File: src/logic/atc_defines.svh
`ifndef ATC_DEFINES_SVH
`define ATC_DEFINES_SVH
// ==============================
// widths and depths
`define ATC_SIZE_W 16
`define ATC_CNT_W 16
`define ATC_FIFO_DEPTH 8
// ==============================
// capture mode and transfer method encodings
`define ATC_MODE_ONE_SHOT 2'h0
`define ATC_MODE_COUNTED 2'h1
`define ATC_MODE_CONTINUOUS 2'h2
`define ATC_XFER_BASIC 1'b0
// ==============================
// queue memory and link figures (block sizes are in 1/1024 megabyte units)
`define ATC_QUEUE_TOTAL_MB 8'h60
`define ATC_LINK_KB_PER_S 17'h1cc00
`define ATC_MEAN_SHIFT 4
// ==============================
// rate divider last step index (steps 0 to 16)
`define ATC_DIV_LAST 5'h10
`endif

File: src/logic/atc_pkg.sv
`include "atc_defines.svh"
package atc_pkg;
   // ==============================
   // capture sequencer states, one-hot
   typedef enum logic [2:0] {
      ATC_IDLE = 3'b001,
      ATC_WAIT = 3'b010,
      ATC_CAPT = 3'b100
   } atc_state_t;

   // ==============================
   // complete control state of the sequencer
   typedef struct packed {
      atc_state_t state;
      logic armed;
      logic xferDirty;
      logic regOk;
      logic regBatch;
      logic featBatch;
      logic stopPend;
      logic autoArm;
      logic discard;
      logic [1:0] actMode;
      logic [`ATC_CNT_W-1:0] actCount;
      logic [`ATC_CNT_W-1:0] actPerTrig;
      logic [`ATC_CNT_W-1:0] frameCnt;
      logic [`ATC_CNT_W-1:0] burstCnt;
      logic seenAny;
      logic [`ATC_SIZE_W-1:0] largest;
      logic [`ATC_SIZE_W-1:0] smallest;
      logic [`ATC_SIZE_W+3:0] meanSum;
      logic [7:0] qMem;
      logic divBusy;
      logic [4:0] divStep;
      logic [16:0] divRem;
      logic [16:0] divQuo;
      logic [`ATC_SIZE_W-1:0] divDen;
      logic [`ATC_SIZE_W-1:0] rate;
   } atc_ctrl_t;
endpackage : atc_pkg

File: src/logic/atc_fifo.sv
`timescale 1ns/1ps
module atc_fifo #(
   parameter int W = 16,
   parameter int DEPTH = 8
) (
   input wire logic clock,
   input wire logic resetn,
   input wire logic inValid,
   output logic inReady,
   input wire logic [W-1:0] inData,
   output logic outValid,
   input wire logic outReady,
   output logic [W-1:0] outData,
   output logic [$clog2(DEPTH+1)-1:0] count
);
   localparam int AW = $clog2(DEPTH);
   localparam int CW = $clog2(DEPTH+1);

   typedef struct packed {
      logic [DEPTH-1:0][W-1:0] mem;
      logic [AW-1:0] rd;
      logic [AW-1:0] wr;
      logic [CW-1:0] cnt;
   } atc_fifo_st_t;

   atc_fifo_st_t st_reg;
   atc_fifo_st_t st_next;
   logic push;
   logic pop;

   // ==============================
   // handshakes; full and empty come straight from the count
   assign inReady = st_reg.cnt != CW'(DEPTH);
   assign outValid = st_reg.cnt != '0;
   assign outData = st_reg.mem[st_reg.rd];
   assign count = st_reg.cnt;
   assign push = inValid && inReady;
   assign pop = outValid && outReady;

   // next state: write, read and count update
   always_comb begin
      st_next = st_reg;
      if (push) begin
         st_next.mem[st_reg.wr] = inData;
         st_next.wr = st_reg.wr + 1'b1; // depth is a power of two, so pointers wrap
      end
      if (pop) begin
         st_next.rd = st_reg.rd + 1'b1;
      end
      if (push && !pop) begin
         st_next.cnt = st_reg.cnt + 1'b1;
      end else if (pop && !push) begin
         st_next.cnt = st_reg.cnt - 1'b1;
      end
   end

   // state register
   always_ff @(posedge clock or negedge resetn) begin
      if (!resetn) begin
         st_reg <= '0;
      end else begin
         st_reg <= st_next;
      end
   end
endmodule : atc_fifo

File: src/logic/atc_acq_ctrl.sv
`timescale 1ns/1ps
`include "atc_defines.svh"
// ==============================
// Functional notes
// - first start without prior arm performs the arm automatically
// - auto arm repeats only if a transfer setting changed since last arm, or if that arm failed its consistency check
// - arm checks settings for consistency and readies fast capture start
// - start begins capture, frame count governed by the active capture mode
// - stop ends after current frame, or after burst when frames per trigger exceeds 1
// - abort ends capture at once, discards the frame, cancels trigger wait
// - abort while idle is ignored
// - basic transfer method, frames sent without host pacing
// - number of blocks waiting in the transfer queue is readable
// - queue memory in megabytes shrinks as resend reservation grows
// - largest transmitted block size is tracked
// - smallest size tracked; largest and smallest cleared when capture stops
// - leaky running mean of transmitted block sizes, each new size weighted one sixteenth
// - sustainable frame rate from block size, link limit and sensor limit
// - register batch begin defers consistency checks on writes
// - register batch commit validates before settings become active
// - feature batch defers checks and validates at commit
// - explicit validate command checks the current settings
// - readable flag tells whether the setting set is consistent
// - one-shot mode captures one frame then stops
// - counted burst mode captures the programmed count then stops
// - continuous mode captures until stopped
// - selectable status shows capture active or waiting for trigger
module atc_acq_ctrl (
   input wire logic clock,
   input wire logic resetn,
   input wire logic armCommand,
   input wire logic captureStartCommand,
   input wire logic captureStopCommand,
   input wire logic captureAbortCommand,
   input wire logic [1:0] captureModeSelect,
   input wire logic [`ATC_CNT_W-1:0] burstFrameCount,
   input wire logic [`ATC_CNT_W-1:0] framesPerTrigger,
   input wire logic transferMethodSelect,
   input wire logic transferSettingChanged,
   input wire logic triggerModeOn,
   input wire logic triggerIn,
   input wire logic regBatchBegin,
   input wire logic regBatchCommit,
   input wire logic featureBatchBegin,
   input wire logic featureBatchCommit,
   input wire logic regSetValidate,
   output logic captureEnable,
   input wire logic frameDone,
   input wire logic [`ATC_SIZE_W-1:0] frameSize,
   output logic txValid,
   output logic [`ATC_SIZE_W-1:0] txSize,
   input wire logic txReady,
   input wire logic [7:0] resendBufferReservation,
   input wire logic compressionOn,
   input wire logic [`ATC_SIZE_W-1:0] configuredBlockSize,
   input wire logic [`ATC_SIZE_W-1:0] sensorRateLimit,
   input wire logic statusSelect,
   output logic acquisitionStatus,
   output logic captureInProgress,
   output logic awaitingTrigger,
   output logic [3:0] queuedBlockCount,
   output logic [7:0] queueMemoryMegabytes,
   output logic [`ATC_SIZE_W-1:0] largestSentBlock,
   output logic [`ATC_SIZE_W-1:0] smallestSentBlock,
   output logic [`ATC_SIZE_W-1:0] meanSentBlock,
   output logic [`ATC_SIZE_W-1:0] sustainableFrameRate,
   output logic regSetOkFlag,
   output logic autoArmPulse,
   output logic frameDiscard
);
   atc_pkg::atc_ctrl_t r_reg;
   atc_pkg::atc_ctrl_t r_next;
   logic setOk;
   logic idle;
   logic needArm;
   logic doArm;
   logic fifoInReady;
   logic pushValid;
   logic accepted;
   logic pop;

   // ==============================
   // consistency of the settings as presented now
   assign setOk = (captureModeSelect != 2'h3)
      && (captureModeSelect != `ATC_MODE_COUNTED || burstFrameCount != '0)
      && (framesPerTrigger != '0)
      && (transferMethodSelect == `ATC_XFER_BASIC);

   assign idle = r_reg.state == atc_pkg::ATC_IDLE;
   assign needArm = !r_reg.armed || r_reg.xferDirty;
   // an arm happens on request, or on a start that still needs one
   assign doArm = idle && (armCommand || (captureStartCommand && needArm));

   // ==============================
   // frame path: sensor stalls whenever the queue has no room
   assign captureEnable = (r_reg.state == atc_pkg::ATC_CAPT) && fifoInReady;
   assign pushValid = (r_reg.state == atc_pkg::ATC_CAPT) && frameDone && !captureAbortCommand;
   assign accepted = pushValid && fifoInReady;
   assign pop = txValid && txReady;

   // link drains on its own ready, no host pacing exists
   atc_fifo #(.W(`ATC_SIZE_W), .DEPTH(`ATC_FIFO_DEPTH)) queue (
      .clock(clock),
      .resetn(resetn),
      .inValid(pushValid),
      .inReady(fifoInReady),
      .inData(frameSize),
      .outValid(txValid),
      .outReady(txReady),
      .outData(txSize),
      .count(queuedBlockCount)
   );

   // ==============================
   // next-state logic for the whole block
   always_comb begin
      logic [16:0] remShift;
      logic [16:0] quoShift;
      logic load;
      logic burstEnd;
      logic lastFrame;
      remShift = '0;
      quoShift = '0;
      load = 1'b0;
      burstEnd = 1'b0;
      lastFrame = 1'b0;
      r_next = r_reg;
      r_next.autoArm = 1'b0;
      r_next.discard = 1'b0;

      // batch sessions hold off checks until their commit
      if (regBatchCommit && r_reg.regBatch) begin
         r_next.regBatch = 1'b0;
         r_next.regOk = setOk;
         load = setOk;
      end
      if (featureBatchCommit && r_reg.featBatch) begin
         r_next.featBatch = 1'b0;
         r_next.regOk = setOk;
         load = setOk;
      end
      // a begin in the commit cycle opens a new session, so the set wins
      if (regBatchBegin) begin
         r_next.regBatch = 1'b1;
      end
      if (featureBatchBegin) begin
         r_next.featBatch = 1'b1;
      end
      if (regSetValidate) begin
         r_next.regOk = setOk;
      end

      // arm: validate and latch the active settings
      if (doArm) begin
         r_next.regOk = setOk;
         r_next.armed = setOk;
         r_next.xferDirty = 1'b0;
         r_next.autoArm = !armCommand;
         load = load || setOk;
      end
      // a change in the same cycle as an arm still marks the arm stale
      if (transferSettingChanged) begin
         r_next.xferDirty = 1'b1;
      end
      if (load) begin
         r_next.actMode = captureModeSelect;
         r_next.actCount = burstFrameCount;
         r_next.actPerTrig = framesPerTrigger;
      end

      // capture sequencer
      case (r_reg.state)
         atc_pkg::ATC_IDLE: begin
            // abort and stop are ignored while idle
            if (captureStartCommand && (!needArm || setOk)) begin
               r_next.frameCnt = '0;
               r_next.burstCnt = '0;
               r_next.state = triggerModeOn ? atc_pkg::ATC_WAIT : atc_pkg::ATC_CAPT;
            end
         end
         atc_pkg::ATC_WAIT: begin
            if (captureAbortCommand) begin
               r_next.state = atc_pkg::ATC_IDLE;
               r_next.discard = 1'b1;
            end else if (captureStopCommand || r_reg.stopPend) begin
               r_next.state = atc_pkg::ATC_IDLE;
            end else if (triggerIn) begin
               r_next.burstCnt = '0;
               r_next.state = atc_pkg::ATC_CAPT;
            end
         end
         atc_pkg::ATC_CAPT: begin
            if (captureAbortCommand) begin
               r_next.state = atc_pkg::ATC_IDLE;
               r_next.discard = 1'b1;
            end else begin
               if (captureStopCommand) begin
                  r_next.stopPend = 1'b1;
               end
               if (accepted) begin
                  r_next.frameCnt = r_reg.frameCnt + 1'b1;
                  r_next.burstCnt = r_reg.burstCnt + 1'b1;
                  burstEnd = (r_reg.burstCnt + 1'b1) >= r_reg.actPerTrig;
                  lastFrame = (r_reg.actMode == `ATC_MODE_ONE_SHOT)
                     || (r_reg.actMode == `ATC_MODE_COUNTED
                         && (r_reg.frameCnt + 1'b1) >= r_reg.actCount);
                  if (lastFrame || ((r_reg.stopPend || captureStopCommand) && burstEnd)) begin
                     r_next.state = atc_pkg::ATC_IDLE;
                  end else if (burstEnd && triggerModeOn) begin
                     r_next.state = atc_pkg::ATC_WAIT;
                  end
               end
            end
         end
         default: begin
            r_next.state = atc_pkg::ATC_IDLE;
         end
      endcase

      // transmitted block statistics
      if (pop) begin
         if (!r_reg.seenAny || txSize > r_reg.largest) begin
            r_next.largest = txSize;
         end
         if (!r_reg.seenAny || txSize < r_reg.smallest) begin
            r_next.smallest = txSize;
         end
         r_next.seenAny = 1'b1;
         // leaky sum holds sixteen means, avoiding a sixteen-entry history
         r_next.meanSum = r_reg.meanSum - (r_reg.meanSum >> `ATC_MEAN_SHIFT)
            + {4'h0, txSize};
      end
      // end of capture clears largest and smallest, winning over a send
      if (!idle && r_next.state == atc_pkg::ATC_IDLE) begin
         r_next.largest = '0;
         r_next.smallest = '0;
         r_next.seenAny = 1'b0;
         r_next.stopPend = 1'b0;
      end

      // queue memory is what the resend reservation leaves over
      r_next.qMem = (resendBufferReservation >= `ATC_QUEUE_TOTAL_MB) ? 8'h00
         : `ATC_QUEUE_TOTAL_MB - resendBufferReservation;

      // serial divider: link rate over block size, one bit per cycle
      if (!r_reg.divBusy) begin
         r_next.divBusy = 1'b1;
         r_next.divStep = '0;
         r_next.divRem = '0;
         r_next.divQuo = `ATC_LINK_KB_PER_S;
         r_next.divDen = compressionOn ? meanSentBlock : configuredBlockSize;
      end else begin
         remShift = {r_reg.divRem[15:0], r_reg.divQuo[16]};
         quoShift = {r_reg.divQuo[15:0], 1'b0};
         if (remShift >= {1'b0, r_reg.divDen}) begin
            r_next.divRem = remShift - {1'b0, r_reg.divDen};
            r_next.divQuo = quoShift | 17'h00001;
         end else begin
            r_next.divRem = remShift;
            r_next.divQuo = quoShift;
         end
         r_next.divStep = r_reg.divStep + 1'b1;
         if (r_reg.divStep == `ATC_DIV_LAST) begin
            r_next.divBusy = 1'b0;
            // a zero size yields all ones, which the sensor limit then caps
            r_next.rate = (r_next.divQuo > {1'b0, sensorRateLimit}) ? sensorRateLimit
               : r_next.divQuo[15:0];
         end
      end
   end

   // state register
   always_ff @(posedge clock or negedge resetn) begin
      if (!resetn) begin
         r_reg <= '{state: atc_pkg::ATC_IDLE, default: '0};
      end else begin
         r_reg <= r_next;
      end
   end

   // ==============================
   // status and statistics outputs
   assign captureInProgress = !idle;
   assign awaitingTrigger = r_reg.state == atc_pkg::ATC_WAIT;
   assign acquisitionStatus = statusSelect ? awaitingTrigger : captureInProgress;
   assign queueMemoryMegabytes = r_reg.qMem;
   assign largestSentBlock = r_reg.largest;
   assign smallestSentBlock = r_reg.smallest;
   assign meanSentBlock = r_reg.meanSum[`ATC_SIZE_W+3:4];
   assign sustainableFrameRate = r_reg.rate;
   assign regSetOkFlag = r_reg.regOk;
   assign autoArmPulse = r_reg.autoArm;
   assign frameDiscard = r_reg.discard;
endmodule : atc_acq_ctrl

File: config.mk
export PLATFORM = sky130hd
export DESIGN_NAME = atc_acq_ctrl
export DESIGN_NICKNAME = d
export VERILOG_FILES = /design/src/logic/atc_pkg.sv /design/src/logic/atc_fifo.sv /design/src/logic/atc_acq_ctrl.sv
export VERILOG_INCLUDE_DIRS = /design/src /design/src/logic
export SDC_FILE = /design/constraint.sdc
export NUM_CORES = 1
export LEC_CHECK = 0
export BUFFER_PORTS_ARGS = -buffer_cell sky130_fd_sc_hd__buf_2
export CAP_MARGIN = 0
export CORE_ASPECT_RATIO = 0.75
export CORE_MARGIN = 2
export CORE_UTILIZATION = 54
export CTS_CLUSTER_SIZE = 40
export DETAILED_ROUTE_END_ITERATION = 6
export PLACE_DENSITY = 0.77
export SYNTH_ARGS = -nofsm -noshare
export SYNTH_HDL_FRONTEND = slang
export SYNTH_SLANG_ARGS = --single-unit
export TNS_END_PERCENT = 5
File: constraint.sdc
create_clock -name clock -period 4.1 [get_ports clock]
set_clock_uncertainty 0.15 [all_clocks]
set_input_delay 0.205 -clock clock [delete_from_list [all_inputs] [get_ports clock]]
set_output_delay 0.205 -clock clock [all_outputs]
set_load 0.05 [all_outputs]
==> flow_summary_export.csv <==
group,metric,value,unit
outcome,status,"complete, no violations",
floorplanning,start_util,0.551,
timing,min_period,4090,ps
synthesis,synth_cell_types,77,
synthesis,synth.most_common_cell,"dfrtp_1",
setup_path,crit_arrival,4330,ps
placement,gp_congestion,0.914,
setup_path,critical_path_class,"reg2reg",
floorplanning,die_y,170,um
timing,worst_pin_slew,1030,ps
timing,max_freq,245,MHz
route,viasPerCell,5.70,
power_and_ir_drop,ir_drop,0.420,mV
setup_path,cp-end-kind,"flip-flop",
synthesis,syn_inst,1895,
setup_path,slowest_delay,500,ps
synthesis,ys_ff_latch,347,
synthesis,synth.mux.area_fraction,0.137,
clock_tree,cts_sinks,347,
route,drc,0,
floorplanning,fp-row-count,60,
synthesis,synth_area_leaders,"dfrtp_1 (44%), ha_1 (7.9%), mux2_1 (4.3%)",
setup_path,crit_required,4350,ps
synthesis,ys_top_cells_by_count,"dfrtp_1 (346), inv_1 (179), nand2_1 (157)",
placement,numPortBuffers,208,
setup_path,start_kind,"flip-flop",
global_route,grt_pass1_vias,15500,
synthesis,synth_compound_area_frac,0.113,
setup_path,critPathSlowestCell,"mux4_2",
setup_path,path_max_fanout,8,
setup_path,cp_cell_sequence,"buf_12 > mux4_2 > mux2_4 > inv_4 > fa_2 > inv_1 > ha_1 > a211oi_2 > nor2_1 > o41a_1 > a21o_1 > a221o_1 > a41oi_2 > a21oi_1 > nand4b_1",
route,drt_iter0_drc,1060,
timing,setup_viol,0,
power_and_ir_drop,leakage,12.2,nW
synthesis,syn_area,19800,um2
synthesis,synthFlopType,"dfrtp_1",
timing,post-route-period-util,0.997,
clock_tree,clk-insertion-delay-late,530,ps
synthesis,synth-simple-area-share,0.107,
timing,slew_headroom,0.310,
placement,placedInstanceArea,21200,um2
layout,syn2layout_area_growth,19.2,%
layout,post-route-util,0.657,
clock_tree,h-tree-depth,2,
clock_tree,clockRootBuffer,"clkbuf_16",
synthesis,synth_top_area_cell,"dfrtp_1",
route,routed_wl,50900,um
clock_tree,clockBufferDepth,3,
timing,maxSlewViolCount,0,
floorplanning,io_pins,209,
flow_run,maxCapViolations,0,
synthesis,yosysSeqAreaShare,0.438,
clock_tree,cts_tree,"done",
placement,dpl.hpwl,34600,um
synthesis,synth_top_family_by_area,"multiplexers",
timing,finalHoldViolCount,0,
floorplanning,coreArea,36000,um2
clock_tree,path_clk_slew,60,ps
synthesis,synthArstFlopShare,1.00,
setup_path,crit_family,"compound AO/OA/AOI/OAI gates",
setup_path,crit_buf_inv,3,
route,detail_route.wl_per_cell,19.2,um
power_and_ir_drop,power_density,678,nW/um2
layout,drive_above_1_share,0.224,
global_route,antenna_found_initial,3,
route,firstDrtPassIters,7,
global_route,grt-ovfl-total,0,
synthesis,synth_fp_nets,2147,
layout,layout.nets,2421,
route,postRouteAntennaNets,0,
synthesis,yosysWarnings,0,
layout,fin_area,23700,um2
timing,rsz0062_at_grt,"yes",
global_route,grt_usage,0.270,
synthesis,avgSynthCellArea,10.5,um2
setup_path,rr_worst_depth,15,
global_route,grt_max_degree,103,
floorplanning,die_width,225,um
floorplanning,dieArea,38300,um2
synthesis,synth_edf_count,0,
clock_tree,cts-buffers-inserted,36,
synthesis,yosys.area_share.xor_xnor,0.0300,
route,vias,15200,
global_route,grt_pass1_wl,82000,um
worst_hold_path,hp-class,"in2reg",
setup_path,cp_num_cells,15,
synthesis,synthAdderAreaFrac,0.0970,
synthesis,synth_top_area_share,0.436,
worst_hold_path,hold_path_depth,4,
[stage by stage]
step | TNS, ps | power (mW) | cells | hold slack (ps) | setup slack (ps)
global placement | -24.9 | 12.1 | 2474 | 143 | -21.3
finish | 0 | 16.0 | 2657 | 92.0 | 13.6
detailed placement | -1050 | 12.4 | 2474 | 150 | -114
CTS | -3.99 | 15.9 | 2652 | 77.0 | -3.99
floorplan | -15.9 | 10.7 | 1895 | -241 | -15.9
global route | -1170 | 17.1 | 2657 | 101 | -96.1
[layout make-up]
type                            instances  area [um2]
Fill cell                            2715       12400
Multi-Input combinational cell       1220        9800
Sequential cell                       347        8690
Timing Repair Buffer                  381        2760
Clock buffer                           49        1040
Inverter                              183         691
Tap cell                              465         582
Clock inverter                          9        83.8
Antenna cell                            3        7.51
[cells in the final DEF (no fill, tap or decap), types with 7 or more instances in the layout]
cell           count
a211oi_1          23
a211oi_2          20
a21o_1            33
a21oi_1           62
a22o_1             8
and2_1            19
and3_1            19
buf_12             8
buf_2            207
buf_4             50
clkbuf_16         38
clkinv_2           7
dfrtp_1          343
dlygate4sd3_1    113
fa_1              17
ha_1             122
inv_1            176
mux2_1            76
mux2_2            68
mux2_4             9
mux2i_1           27
mux4_2            32
nand2_1          157
nand2b_1          13
nand3_1           38
nand4_1           16
nor2_1           117
nor2b_1           22
nor3_1            11
nor4_1            12
o21a_1             8
o21ai_0           49
o21ai_1           83
xnor2_1           38
xor2_1            30
[cell families (layout without fill, tap and decap cells)]
kind of cell,Yosys count,in the layout
AO/OA/AOI/OAI,342,343
flip-flops,347,347
AND/OR/NAND/NOR,453,453
multiplexers,212,212
other,1,4
XOR/XNOR,68,68
adder cells (fa/ha/maj),143,143
buffers and inverters,329,622
[layer usage]
metal  wire length (um)  global-route usage  up-vias
li1                   -                   -     7030
met1              22000               0.367     7479
met2              23200               0.424      518
met3               3430              0.0525      128
met4               2230               0.119        0
met5                  0                   0        -
[worst paths after layout]
check,startpoint,endpoint,slack [ps]
max,queue.st_reg[7],meanSentBlock[15],10
min,featureBatchCommit,regSetOkFlag,90
max reg2reg,queue.st_reg[7],meanSentBlock[15],10
min reg2reg,r_reg[206],r_reg[206],320
max in group asynchronous,resetn,r_reg[31],2570
min in group asynchronous,resetn,r_reg[161],150
[worst reg2reg max path: cells and delay by family (launching register included)]
family,cells,cell delay (ps)
AOI/OAI and AO/OA,6,1370
buffers and inverters,3,280
and+or+nand+nor,2,270
adders and majority gates,2,680
muxes,2,820
DFF,1,390
[timing repair]
action	in CTS	in global routing
pin swaps	6	4
endpoints found under the setup margin	19	38
gates cloned	2	0
resized for setup	6	22
setup buffers	5	2
hold endpoints to repair	307	0
hold buffers	113	0
[where the power goes]
part | leakage, nW | total (mW) | switching [mW] | internal, mW
Combinational | 7.07 | 8.16 | 4.94 | 3.22
Clock | 0.556 | 3.19 | 1.36 | 1.84
Sequential | 4.55 | 4.69 | 0.591 | 4.10
Note: power is estimated with default switching activity, not from simulation.
